`config.mk`:
```
export PLATFORM = sky130hd
export DESIGN_NAME = dram_delay_limit_readout
export DESIGN_NICKNAME = d
export VERILOG_FILES = /design/src/inc/delay_limit_pkg.sv /design/src/design/delay_limit_calc.sv /design/src/design/dram_delay_limit_readout.sv
export VERILOG_INCLUDE_DIRS = /design/src /design/src/inc
export SDC_FILE = /design/constraint.sdc
export NUM_CORES = 1
export LEC_CHECK = 0
export ABC_AREA = 1
export BUFFER_PORTS_ARGS = -buffer_cell sky130_fd_sc_hd__buf_2
export CORE_UTILIZATION = 49
export CTS_BUF_LIST = sky130_fd_sc_hd__clkbuf_8
export DETAILED_ROUTE_END_ITERATION = 10
export GPL_TIMING_DRIVEN = 0
export HOLD_SLACK_MARGIN = 0.12
export PLACE_DENSITY = 0.68
export SKIP_CTS_REPAIR_TIMING = 1
export SLEW_MARGIN = 30
export SYNTH_ARGS = -nofsm -noshare
export SYNTH_HDL_FRONTEND = slang
export SYNTH_SLANG_ARGS = --single-unit
```
`constraint.sdc`:
```
create_clock -name clk_sys -period 9.65 [get_ports clk_sys]
set_clock_uncertainty 0.1 [all_clocks]
set_input_delay 0.965 -clock clk_sys [delete_from_list [all_inputs] [get_ports clk_sys]]
set_output_delay 0.965 -clock clk_sys [all_outputs]
set_load 0.02 [all_outputs]
```
`src/inc/delay_limit_defs.svh`:
```
// constants for the delay limit readout block
`ifndef DELAY_LIMIT_DEFS_SVH
`define DELAY_LIMIT_DEFS_SVH

// ----------------------------------------------------------------
// link widths and packet shape
// ----------------------------------------------------------------
`define DLR_CA_W 10
`define DLR_DQ_W 18
`define DLR_ID_W 9
`define DLR_FIELD_W 8
`define DLR_REQ_WORDS 4
`define DLR_ANS_WORDS 4

// ----------------------------------------------------------------
// request word decode
// ----------------------------------------------------------------
`define DLR_W0_MARK_BIT 0
`define DLR_W1_GROUP_MSB 9
`define DLR_W1_GROUP_LSB 6
`define DLR_W1_GROUP 4'h2
`define DLR_W1_LOW_MSB 4
`define DLR_W1_LOW_LSB 0
`define DLR_W1_LOW 5'h00
`define DLR_W2_SEL_MIN 10'h200
`define DLR_W2_SEL_MAX 10'h300
`define DLR_W3_ZERO 10'h000

// ----------------------------------------------------------------
// limit register field positions (lsb of each byte)
// ----------------------------------------------------------------
`define DLR_PAGE_READ_LSB 0
`define DLR_PAGE_WRITE_LSB 8
`define DLR_BANK_READ_LSB 16
`define DLR_BANK_WRITE_LSB 24
`define DLR_LIMITS_RESET 32'h0000_0000

// ----------------------------------------------------------------
// analog step encoding and clock period
// ----------------------------------------------------------------
`define DLR_STEP_MSB 7
`define DLR_STEP_LSB 5
`define DLR_COUNT_MSB 4
`define DLR_COUNT_LSB 0
`define DLR_STEP_8NS_SIXT 12'h080
`define DLR_MIN_CMD_CLK_PS 5000
`define DLR_PS_PER_NS 1000
`define DLR_SIXT_PER_NS 16

`endif

```
`src/inc/delay_limit_pkg.sv`:
```
// types for the delay limit readout block
`include "delay_limit_defs.svh"
package delay_limit_pkg;

  typedef enum logic [1:0] {
    ST_IDLE,
    ST_COLLECT,
    ST_ANSWER
  } link_state_e;

  typedef logic [`DLR_FIELD_W-1:0] field_t;

endpackage

```
`src/design/delay_limit_calc.sv`:
```
// one delay limit: digital part plus rounded-up analog part
`timescale 1ns/10ps
`default_nettype none
`include "delay_limit_defs.svh"

module delay_limit_calc #(
  parameter int PERIOD_SIXT = 80
) (
  // timing parameter parts
  input wire logic [7:0] digital,
  input wire logic [7:0] analog,
  // result in whole clock ticks
  output logic [7:0] ticks
);

  localparam logic [12:0] PERIOD = 13'(PERIOD_SIXT);
  localparam logic [12:0] PERIOD_M1 = 13'(PERIOD_SIXT - 1);

  logic [11:0] step;
  logic [11:0] amount;
  logic [12:0] quot;
  logic [12:0] total;

  // ----------------------------------------------------------------
  // conversion in sixteenths of a nanosecond
  // ----------------------------------------------------------------
  always_comb begin
    step = `DLR_STEP_8NS_SIXT >> analog[`DLR_STEP_MSB:`DLR_STEP_LSB];
    amount = 12'(step * 12'(analog[`DLR_COUNT_MSB:`DLR_COUNT_LSB]));
    // ceiling division: any fraction of a tick costs a whole tick
    quot = 13'((13'(amount) + PERIOD_M1) / PERIOD);
    total = 13'(13'(digital) + quot);
    // field is only eight bits wide, so clamp rather than wrap
    if (total > 13'h00ff) begin
      ticks = 8'hff;
    end else begin
      ticks = total[7:0];
    end
  end

endmodule
`default_nettype wire

```
`src/design/dram_delay_limit_readout.sv`:
```
// minimum/maximum delay limit registers and their read packet answer
// How it works
// - request word two 10'h300 selects the maximum limit read.
// - request word two 10'h200 selects the minimum limit read.
// - minimum answer: four words, upper ten lines zero, PR PW BR BW low byte.
// - maximum answer: four words, upper ten lines zero, PR PW BR BW low byte.
// - each minimum is digital plus analog rounded up at fastest clock.
// - each maximum is digital plus analog rounded up at fastest clock.
// - page read limit is an unsigned eight-bit tick count, 0 to 255.
// - page write limit is an unsigned eight-bit tick count, 0 to 255.
// - bank read limit is an unsigned eight-bit tick count, 0 to 255.
// - minimum bank write limit is an unsigned eight-bit tick count.
// - maximum page/bank fields hold the largest supported delay, eight bits.
`timescale 1ns/10ps
`default_nettype none
`include "delay_limit_defs.svh"

module dram_delay_limit_readout #(
  parameter int MIN_PERIOD_PS = `DLR_MIN_CMD_CLK_PS
) (
  // system
  input wire logic clk_sys,
  input wire logic srst,
  // command link pins
  input wire logic command_clock,
  input wire logic request_flag,
  input wire logic [`DLR_CA_W-1:0] command_address_bus,
  // strap of this device's address
  input wire logic [`DLR_ID_W-1:0] target_device_id,
  // timing parameter parts, index 0..3 = page rd, page wr, bank rd, bank wr
  input wire logic [3:0][7:0] min_digital,
  input wire logic [3:0][7:0] min_analog,
  input wire logic [3:0][7:0] max_digital,
  input wire logic [3:0][7:0] max_analog,
  // data pins, driven only
  output logic [`DLR_DQ_W-1:0] data_lines,
  output logic data_lines_oe_n,
  // state seen by the rest of the device
  output logic [31:0] min_delay_limits,
  output logic [31:0] max_delay_limits,
  output logic answer_is_max
);

  localparam int SYNC_W = `DLR_CA_W + 2;
  localparam int PERIOD_SIXT =
    (MIN_PERIOD_PS * `DLR_SIXT_PER_NS) / `DLR_PS_PER_NS;

  // ----------------------------------------------------------------
  // helpers
  // ----------------------------------------------------------------
  function automatic logic [31:0] pack_limits(
    input logic [3:0][7:0] ticks
  );
    logic [31:0] w;
    w = 32'h0000_0000;
    w[`DLR_PAGE_READ_LSB +: 8] = ticks[0];
    w[`DLR_PAGE_WRITE_LSB +: 8] = ticks[1];
    w[`DLR_BANK_READ_LSB +: 8] = ticks[2];
    w[`DLR_BANK_WRITE_LSB +: 8] = ticks[3];
    return w;
  endfunction

  function automatic logic [`DLR_DQ_W-1:0] answer_word(
    input logic [31:0] limits,
    input logic [1:0] idx
  );
    logic [`DLR_DQ_W-1:0] w;
    w = {`DLR_DQ_W{1'b0}};
    w[7:0] = limits[{idx, 3'h0} +: 8];
    return w;
  endfunction

  // ----------------------------------------------------------------
  // limit arithmetic
  // ----------------------------------------------------------------
  logic [3:0][7:0] min_ticks;
  logic [3:0][7:0] max_ticks;

  for (genvar i = 0; i < 4; i++) begin : g_calc
    delay_limit_calc #(
      .PERIOD_SIXT(PERIOD_SIXT)
    ) u_min (
      .digital(min_digital[i]),
      .analog(min_analog[i]),
      .ticks(min_ticks[i])
    );
    delay_limit_calc #(
      .PERIOD_SIXT(PERIOD_SIXT)
    ) u_max (
      .digital(max_digital[i]),
      .analog(max_analog[i]),
      .ticks(max_ticks[i])
    );
  end

  logic [31:0] min_limits_r;
  logic [31:0] max_limits_r;

  always_ff @(posedge clk_sys) begin
    if (srst) begin
      min_limits_r <= `DLR_LIMITS_RESET;
      max_limits_r <= `DLR_LIMITS_RESET;
    end else begin
      min_limits_r <= pack_limits(min_ticks);
      max_limits_r <= pack_limits(max_ticks);
    end
  end

  // ----------------------------------------------------------------
  // pin synchronisers
  // ----------------------------------------------------------------
  // a change is accepted only once the 2nd and 3rd stages agree
  logic [SYNC_W-1:0] sync1_r;
  logic [SYNC_W-1:0] sync2_r;
  logic [SYNC_W-1:0] sync3_r;
  logic [SYNC_W-1:0] stable_r;
  logic [SYNC_W-1:0] stable_nxt;
  logic clk_prev_r;

  always_ff @(posedge clk_sys) begin
    if (srst) begin
      sync1_r <= '0;
      sync2_r <= '0;
      sync3_r <= '0;
    end else begin
      sync1_r <= {command_clock, request_flag, command_address_bus};
      sync2_r <= sync1_r;
      sync3_r <= sync2_r;
    end
  end

  always_comb begin
    stable_nxt = (sync2_r & ~(sync2_r ^ sync3_r)) |
                 (stable_r & (sync2_r ^ sync3_r));
  end

  always_ff @(posedge clk_sys) begin
    if (srst) begin
      stable_r <= '0;
      clk_prev_r <= 1'b0;
    end else begin
      stable_r <= stable_nxt;
      clk_prev_r <= stable_r[SYNC_W-1];
    end
  end

  logic cmd_rise;
  logic flag_lvl;
  logic [`DLR_CA_W-1:0] ca_lvl;

  assign cmd_rise = stable_r[SYNC_W-1] & ~clk_prev_r;
  assign flag_lvl = stable_r[SYNC_W-2];
  assign ca_lvl = stable_r[`DLR_CA_W-1:0];

  // ----------------------------------------------------------------
  // request capture and decode
  // ----------------------------------------------------------------
  delay_limit_pkg::link_state_e state_r;
  logic [1:0] word_cnt_r;
  logic [`DLR_CA_W-1:0] req_w0_r;
  logic [`DLR_CA_W-1:0] req_w1_r;
  logic [`DLR_CA_W-1:0] req_w2_r;
  logic hit_min;
  logic hit_max;
  logic head_ok;

  // word three arrives live on the edge that completes the packet
  always_comb begin
    head_ok = (req_w0_r[`DLR_CA_W-1:1] == target_device_id) &&
              req_w0_r[`DLR_W0_MARK_BIT] &&
              (req_w1_r[`DLR_W1_GROUP_MSB:`DLR_W1_GROUP_LSB] ==
               `DLR_W1_GROUP) &&
              (req_w1_r[`DLR_W1_LOW_MSB:`DLR_W1_LOW_LSB] == `DLR_W1_LOW) &&
              (ca_lvl == `DLR_W3_ZERO);
    hit_min = head_ok && (req_w2_r == `DLR_W2_SEL_MIN);
    hit_max = head_ok && (req_w2_r == `DLR_W2_SEL_MAX);
  end

  logic [31:0] answer_limits_r;
  logic answer_is_max_r;
  logic [1:0] ans_cnt_r;

  always_ff @(posedge clk_sys) begin
    if (srst) begin
      state_r <= delay_limit_pkg::ST_IDLE;
      word_cnt_r <= 2'h0;
      req_w0_r <= '0;
      req_w1_r <= '0;
      req_w2_r <= '0;
      answer_limits_r <= `DLR_LIMITS_RESET;
      answer_is_max_r <= 1'b0;
      ans_cnt_r <= 2'h0;
    end else if (cmd_rise) begin
      unique case (state_r)
        delay_limit_pkg::ST_IDLE: begin
          // the flag marks the first word of a packet
          if (flag_lvl) begin
            req_w0_r <= ca_lvl;
            word_cnt_r <= 2'h1;
            state_r <= delay_limit_pkg::ST_COLLECT;
          end
        end
        delay_limit_pkg::ST_COLLECT: begin
          word_cnt_r <= 2'(word_cnt_r + 2'h1);
          if (word_cnt_r == 2'h1) begin
            req_w1_r <= ca_lvl;
          end else if (word_cnt_r == 2'h2) begin
            req_w2_r <= ca_lvl;
          end else if (hit_min || hit_max) begin
            // snapshot so a moving limit cannot tear the answer
            answer_limits_r <= hit_max ? max_limits_r : min_limits_r;
            answer_is_max_r <= hit_max;
            ans_cnt_r <= 2'h0;
            state_r <= delay_limit_pkg::ST_ANSWER;
          end else begin
            // other registers or other devices: not ours
            state_r <= delay_limit_pkg::ST_IDLE;
          end
        end
        delay_limit_pkg::ST_ANSWER: begin
          ans_cnt_r <= 2'(ans_cnt_r + 2'h1);
          if (ans_cnt_r == 2'(`DLR_ANS_WORDS - 1)) begin
            state_r <= delay_limit_pkg::ST_IDLE;
          end
        end
      endcase
    end
  end

  // ----------------------------------------------------------------
  // data pin drive
  // ----------------------------------------------------------------
  // requests arriving during an answer are not watched for
  logic [`DLR_DQ_W-1:0] data_r;
  logic data_oe_n_r;

  always_ff @(posedge clk_sys) begin
    if (srst) begin
      data_r <= {`DLR_DQ_W{1'b0}};
      data_oe_n_r <= 1'b1;
    end else if (state_r == delay_limit_pkg::ST_ANSWER) begin
      data_r <= answer_word(answer_limits_r, ans_cnt_r);
      data_oe_n_r <= 1'b0;
    end else begin
      data_r <= {`DLR_DQ_W{1'b0}};
      data_oe_n_r <= 1'b1;
    end
  end

  // ----------------------------------------------------------------
  // outputs
  // ----------------------------------------------------------------
  assign data_lines = data_r;
  assign data_lines_oe_n = data_oe_n_r;
  assign min_delay_limits = min_limits_r;
  assign max_delay_limits = max_limits_r;
  assign answer_is_max = answer_is_max_r;

endmodule
`default_nettype wire

```
# Word level (Yosys, flattened, before mapping)
# Index checks and enable logic that the tools add are counted.
[op_classes]
n_addsub = 18
n_mul = 8
div_mod_pow = 8
order_cmp = 8
n_eq_ne = 14
shift = 9
mux = 21
bitwise_logic = 10
n_reduce_logical = 20
[ops]
columns = ["operator", "n"]
rows = [
  ["12-bit by 7-bit adder with 13-bit output (second input constant)", 8],
  ["8-bit by 13-bit adder with 13-bit output", 8],
  ["13-bit by 7-bit divider with 13-bit output (second input constant)", 8],
  ["13-bit by 8-bit greater-than comparator with 1-bit output (second input constant)", 8],
  ["12-bit by 5-bit multiplier with 12-bit output", 8],
  ["8-bit by 3-bit right shift with 12-bit output (first input constant)", 8],
  ["8-bit two-way mux", 8],
  ["32-bit two-way mux", 1],
  ["32-bit by 6-bit indexed part select with 8-bit output", 1],
  ["12-bit bitwise AND", 2],
  ["10-bit equality test (second input constant)", 2],
  ["2-bit two-way mux", 8],
  ["5-bit AND reduction", 3],
  ["12-bit inverter", 1],
  ["12-bit OR", 1],
  ["12-bit bitwise XOR", 1],
  ["10-bit zero test", 1],
  ["2-bit inequality test (second input constant)", 5],
  ["9-bit equality test", 1],
  ["3-bit AND reduction", 3],
  ["2-bit one-hot mux with 2 select lines", 2],
  ["2-bit equality test (second input constant)", 3],
  ["1-bit logical AND", 6],
  ["2-bit one-hot mux with 3 select lines", 1],
  ["12 further kinds", 18],
]
[totals]
ff_bits = 201
out_inout_bits = 84

# Longest topological paths before layout
[logic_depth]
depth_word = 11
mapped_depth = 63
depth_no_buf = 63

# Hierarchy
# A second synthesis with hierarchy kept.
[hier_totals]
cells_unflattened = 4329
area_unflattened_um2 = 27188.6
[by_module_without_submodules]
columns = ["module", "n_inst", "cells_per_inst", "area_per_inst_um2", "seq_area_each_um2"]
rows = [
  ["delay_limit_calc at g_calc[1].u_max ...", 4, 410, 2477.4, 0.0],
  ["dram_delay_limit_readout", 1, 1021, 7340.8, 3803.6],
  ["delay_limit_calc at g_calc[0].u_min ...", 2, 419, 2464.9, 0.0],
  ["delay_limit_calc at g_calc[3].u_min", 1, 417, 2507.4, 0.0],
  ["delay_limit_calc at g_calc[0].u_max", 1, 413, 2501.1, 0.0],
]

# Least setup slack after synthesis
# OpenSTA, ideal clock, no wires.
[synth_timing]
path_kind = "input to register"
start = "input port min_analog[13] in the netlist's numbering"
end = "register min_limits_r[9], in the netlist min_delay_limits[9]"
setup_ps = 57
t_arrival_ps = 7711
slack_ps = 1783
stages = 59
path_buffers = 0
path_cell_list = "inv_1 -> nor3_1 -> inv_1 -> nor2_1 -> fa_1 -> fa_1 -> inv_1 -> fa_1 -> inv_1 -> ha_1 -> nand2_1 -> inv_1 -> nand2_1 -> nand4_1 -> nand2_4 -> nand2_2 -> nor2_4 -> nand2_2 -> [23 not listed] -> nand2_1 -> nand2_1 -> inv_1 -> nand2_1 -> ha_1 -> inv_1 -> fa_1 -> nor2_1 -> nor2_1 -> o21bai_1 -> a21oi_1 -> o21ai_0 -> nand2_1 -> a21oi_1 -> inv_1 -> nand2_1 -> nand2_1 -> inv_1"
[synth_via]
elab_chain_cells = 7
[synth_lines]
columns = ["item", "line", "rtl"]
rows = [
  ["from (decl)", "dram_delay_limit_readout.sv:32", "input wire logic [3:0][7:0] min_analog,"],
  ["8-bit by 3-bit right shift with 12-bit output (no source line) *", "-", ""],
  ["12-bit by 5-bit multiplier with 12-bit output *", "delay_limit_calc.sv:29", "amount = 12'(step * 12'(analog[`DLR_COUNT_MSB:`DLR_COUNT_LSB]));"],
  ["12-bit by 7-bit adder with 13-bit output *", "delay_limit_calc.sv:31", "quot = 13'((13'(amount) + PERIOD_M1) / PERIOD);"],
  ["13-bit by 7-bit divider with 13-bit output *", "delay_limit_calc.sv:31", ""],
  ["8-bit by 13-bit adder with 13-bit output *", "delay_limit_calc.sv:32", "total = 13'(13'(digital) + quot);"],
  ["13-bit by 8-bit greater-than comparator with 1-bit output", "delay_limit_calc.sv:34", "if (total > 13'h00ff) begin"],
  ["8-bit two-way mux *", "delay_limit_calc.sv:34", ""],
  ["to (signal assigned)", "dram_delay_limit_readout.sv:101", "min_limits_r <= `DLR_LIMITS_RESET;"],
  ["to (signal assigned)", "dram_delay_limit_readout.sv:104", "min_limits_r <= pack_limits(min_ticks);"],
  ["to (decl)", "dram_delay_limit_readout.sv:96", "logic [31:0] min_limits_r;"],
]
# Every way passes the cells marked *; elsewhere a longest branch is shown, timed or not.
# A chain may end at the register's enable or synchronous reset.

# Final worst setup path
# Same ends and word-level chain as after synthesis.

==> flow_summary.rst <==
.. list-table::
   :header-rows: 1

   * - Metric
     - Value
   * - Setup slack of the worst register-to-register path
     - 6630 ps
   * - Top-area cell type share of the netlist area
     - 0.154
   * - Most frequent cells after synthesis
     - 820 x nand2_1, 772 x inv_1, 480 x nor2_1
   * - Xor and xnor fraction of the mapped netlist area
     - 0.0416
   * - CP bufs+invs
     - 12
   * - Cells on Worst Hold Path
     - 2
   * - Async S/R FF share, synth
     - 0
   * - Hold Path Sink
     - sync2_r[8]$_SDFF_PP0_
   * - RePlAce Congestion
     - 0.894
   * - Synth Flop Type
     - dfxtp_1
   * - Remaining global-route overflow
     - 0
   * - Result of the run
     - finished, final reports clean
   * - Detailed placer's ending HPWL
     - 52400 um
   * - Drt via density
     - 4.91
   * - Critical hold path startpoint
     - sync1_r[8]$_SDFF_PP0_
   * - Number of global-route vias before repair
     - 21800
   * - Initial antenna violation count
     - 6
   * - Most common cell in the netlist
     - nand2_1
   * - Global-route wire length before repair
     - 102000 um
   * - Slew at the pin closest to its max-slew limit
     - 866 ps
   * - Period utilisation layout
     - 0.892
   * - Maximum resistive drop on vdd
     - 80.0 uV
   * - Horiz. Die Dim
     - 226 um
   * - Share of cell area taken by muxes after synthesis
     - 0.000406
   * - Cell repeated most along the worst path
     - nand2_1
   * - Main combinational cell family by area after synthesis
     - simple AND/OR/NAND/NOR gates
   * - WS Path Type
     - in -> reg
   * - CP peak stage delay
     - 550 ps
   * - I/O pin cnt
     - 235
   * - Synth Area in Compound Gates
     - 0.103
   * - Clk_lat worst skew
     - 470 ps
   * - Post-DR wirelength/cell
     - 12.9 um
   * - Number of iterations in the first detailed-routing pass
     - 5
   * - R2r endpoint
     - answer_limits_r[4]$_SDFFE_PP0P_
   * - Synth cell types
     - 60
   * - Required time of the critical path
     - 9970 ps
   * - Top cells by area, synth
     - dfxtp_1 15%, nand2_1 12%, inv_1 12%
   * - Worst path arrival time
     - 8930 ps
   * - Via total after detailed routing
     - 23400
   * - Syn_area_per_cell
     - 6.45 sq um
   * - Yosys synthesis warning count
     - 0
   * - FF-to-FF path depth
     - 9
   * - Final count of hold timing violations
     - 0
   * - Die span in y
     - 226 um
   * - Initial drt markers
     - 1374
   * - Area of the core
     - 0.0493 sq mm
   * - Post-synthesis simple-gate area fraction
     - 0.336
   * - Syn Std Cell Area
     - 0.0247 sq mm
   * - Library cell occupying the most area in the post-synthesis netlist
     - dfxtp_1
   * - Clock root buffer
     - clkbuf_8
   * - Final nets
     - 4601
   * - Count of endpoints failing setup in the final report
     - 0
   * - Setup repair after global routing missed its margin
     - no
   * - Post-synthesis sequential area ratio
     - 0.154
   * - Cell Count Post-Placement
     - 4721
   * - Power density over the cells
     - 141 mW/mm^2
   * - Count of input and output buffers
     - 223
   * - Detailed-route DRC error count
     - 0
   * - Number of enable flip-flop cells after synthesis
     - 0
   * - Worst max-slew margin expressed relative to the limit
     - 0.423
   * - Worst setup EP type
     - flip-flop
   * - Leak Pwr
     - 15.2 nW
   * - Critical-path maximum fanout
     - 5
   * - Synth Instances
     - 3825
   * - Arithmetic-cell share of the synthesized area counting full adders, half adders and majority gates
     - 0.233
   * - Total GRT Usage
     - 0.243
   * - Placement Rows
     - 81
   * - Largest net degree at the start of global routing
     - 18
   * - Count of max-cap constraint violations
     - 0
   * - Area added between synthesis and finish
     - 9.66%
   * - Total negative setup slack
     - 0 ps
   * - Starting density of the core
     - 0.501
   * - Cell type group with the largest total delay on the critical path
     - simple AND/OR/NAND/NOR gates
   * - Setup crit start kind
     - input port
   * - Clock sinks
     - 190
   * - Library cell contributing the largest single delay on the critical path
     - fa_1
   * - # H-tree levels
     - 4
   * - HP Class
     - reg -> reg
   * - Highest attainable clock frequency
     - 0.116 GHz
   * - Number of flip-flops and latches in the synthesized netlist
     - 190
   * - Max Transition Viols Final
     - 0
   * - Post-route minimum period
     - 8610 ps
   * - Buffer depth of the longest clock path
     - 2
   * - CTS tree
     - yes
   * - DRT Wirelength
     - 61400 um
   * - Post-route antenna net violation count
     - 0
   * - Non-filler instance count after layout
     - 4755
   * - Clock slew seen by the registers of the worst setup and hold paths
     - 100 ps
   * - CTS Buf Count
     - 17
   * - Share of final-layout standard cells stronger than drive strength 1
     - 0.124
   * - Die area
     - 0.0513 sq mm
[area by class of cell]
class | count | area [sq um]
Inverter | 802 | 3010
Clock inverter | 13 | 131
Timing Repair Buffer | 223 | 1120
Sequential cell | 190 | 3800
Antenna cell | 2 | 5.00
Multi-Input combinational cell | 2789 | 17700
Fill cell | 5109 | 22200
Tap cell | 664 | 831
Buffer | 53 | 245
Clock buffer | 19 | 262
[flip-flops by register name (all words and copies together) (netlist names), 2 cells and up, named ones only]
signal and count:
ans_cnt_r 2, answer_limits_r 32, data_lines 8, max_delay_limits 32, min_delay_limits 32, req_w0_r 10
req_w1_r 9, req_w2_r 10, state_r 2, sync1_r 12, sync2_r 12, sync3_r 12
word_cnt_r 2
[power by group]
group,switching [mW],internal [mW],total (mW)
Sequential,0.105,0.886,0.992
Clock,0.300,0.224,0.524
Combinational,1.47,0.839,2.31
Total,1.87,1.95,3.82
[cell usage in the layout, fill, tap and decap left out, types with 5 or more instances in the layout]
cell / n
o21ai_1: 10
inv_2: 28
conb_1: 10
nor2_4: 5
nand3_2: 31
fa_1: 144
inv_1: 773
buf_4: 10
clkbuf_1: 39
nor4_1: 7
buf_2: 224
xnor2_1: 36
o21ai_2: 8
nand4_1: 56
o2111ai_1: 9
o211ai_1: 36
nand3_1: 232
o21bai_1: 36
a21oi_1: 185
nand2_2: 104
ha_1: 230
o21ai_0: 116
nor3_1: 52
nand3b_1: 15
nor2_2: 20
clkbuf_8: 19
a21oi_2: 7
a31oi_1: 5
or2_2: 12
nand2_1: 820
nor2_1: 480
dfxtp_1: 190
xor2_1: 73
nand2_4: 12
[how the worst max path moves through the flow]
stage,cells after the start,slack [ps],from,endpoint
5_1_grt,60,40,min_analog[13],min_delay_limits[9]$_SDFF_PP0_
6_report,60,1040,min_analog[13],min_delay_limits[9]$_SDFF_PP0_
3_5_place_dp,56,600,max_analog[5],max_delay_limits[1]$_SDFF_PP0_
4_1_cts,56,1090,max_analog[5],max_delay_limits[1]$_SDFF_PP0_
2_1_floorplan,59,1780,min_analog[13],min_delay_limits[9]$_SDFF_PP0_
3_3_place_gp,56,700,max_analog[5],max_delay_limits[1]$_SDFF_PP0_
[worst min-delay path, stage by stage (launching register included)]
cell     delay [ps]
dfxtp_1         310
inv_1            40
nor2_1           30
[routing by layer]
metal	vias to the layer above	wire length, um	GRT usage
met5	-	40	0
met2	419	27400	0.404
met1	10400	29500	0.331
li1	12400	-	-
met4	6	1740	0.0697
met3	72	2720	0.0292
[kinds of logic (layout without fill, tap and decap cells)]
group / Yosys count / after routing
compound gates: 432 / 432
xor+xnor: 112 / 112
fa+ha+maj: 374 / 374
buf+inv: 855 / 1110
flops: 190 / 190
mux: 1 / 1
other cells: 1 / 12
simple gates: 1860 / 1860
[through the flow]
step                utilization  hold WS (ps)  total power, mW  instance area (sq um)  worst slack [ps]
finish                    0.549           303             3.82                  27100              1040
global route              0.549           323             4.22                  27100              41.6
CTS                       0.549           306             3.85                  27000              1090
detailed placement        0.541           294             3.32                  26700               604
global placement          0.541           290             3.30                  26700               702
floorplan                     -           288             2.72                  24700              1780
No activity file was read; power rests on OpenSTA's default activity.
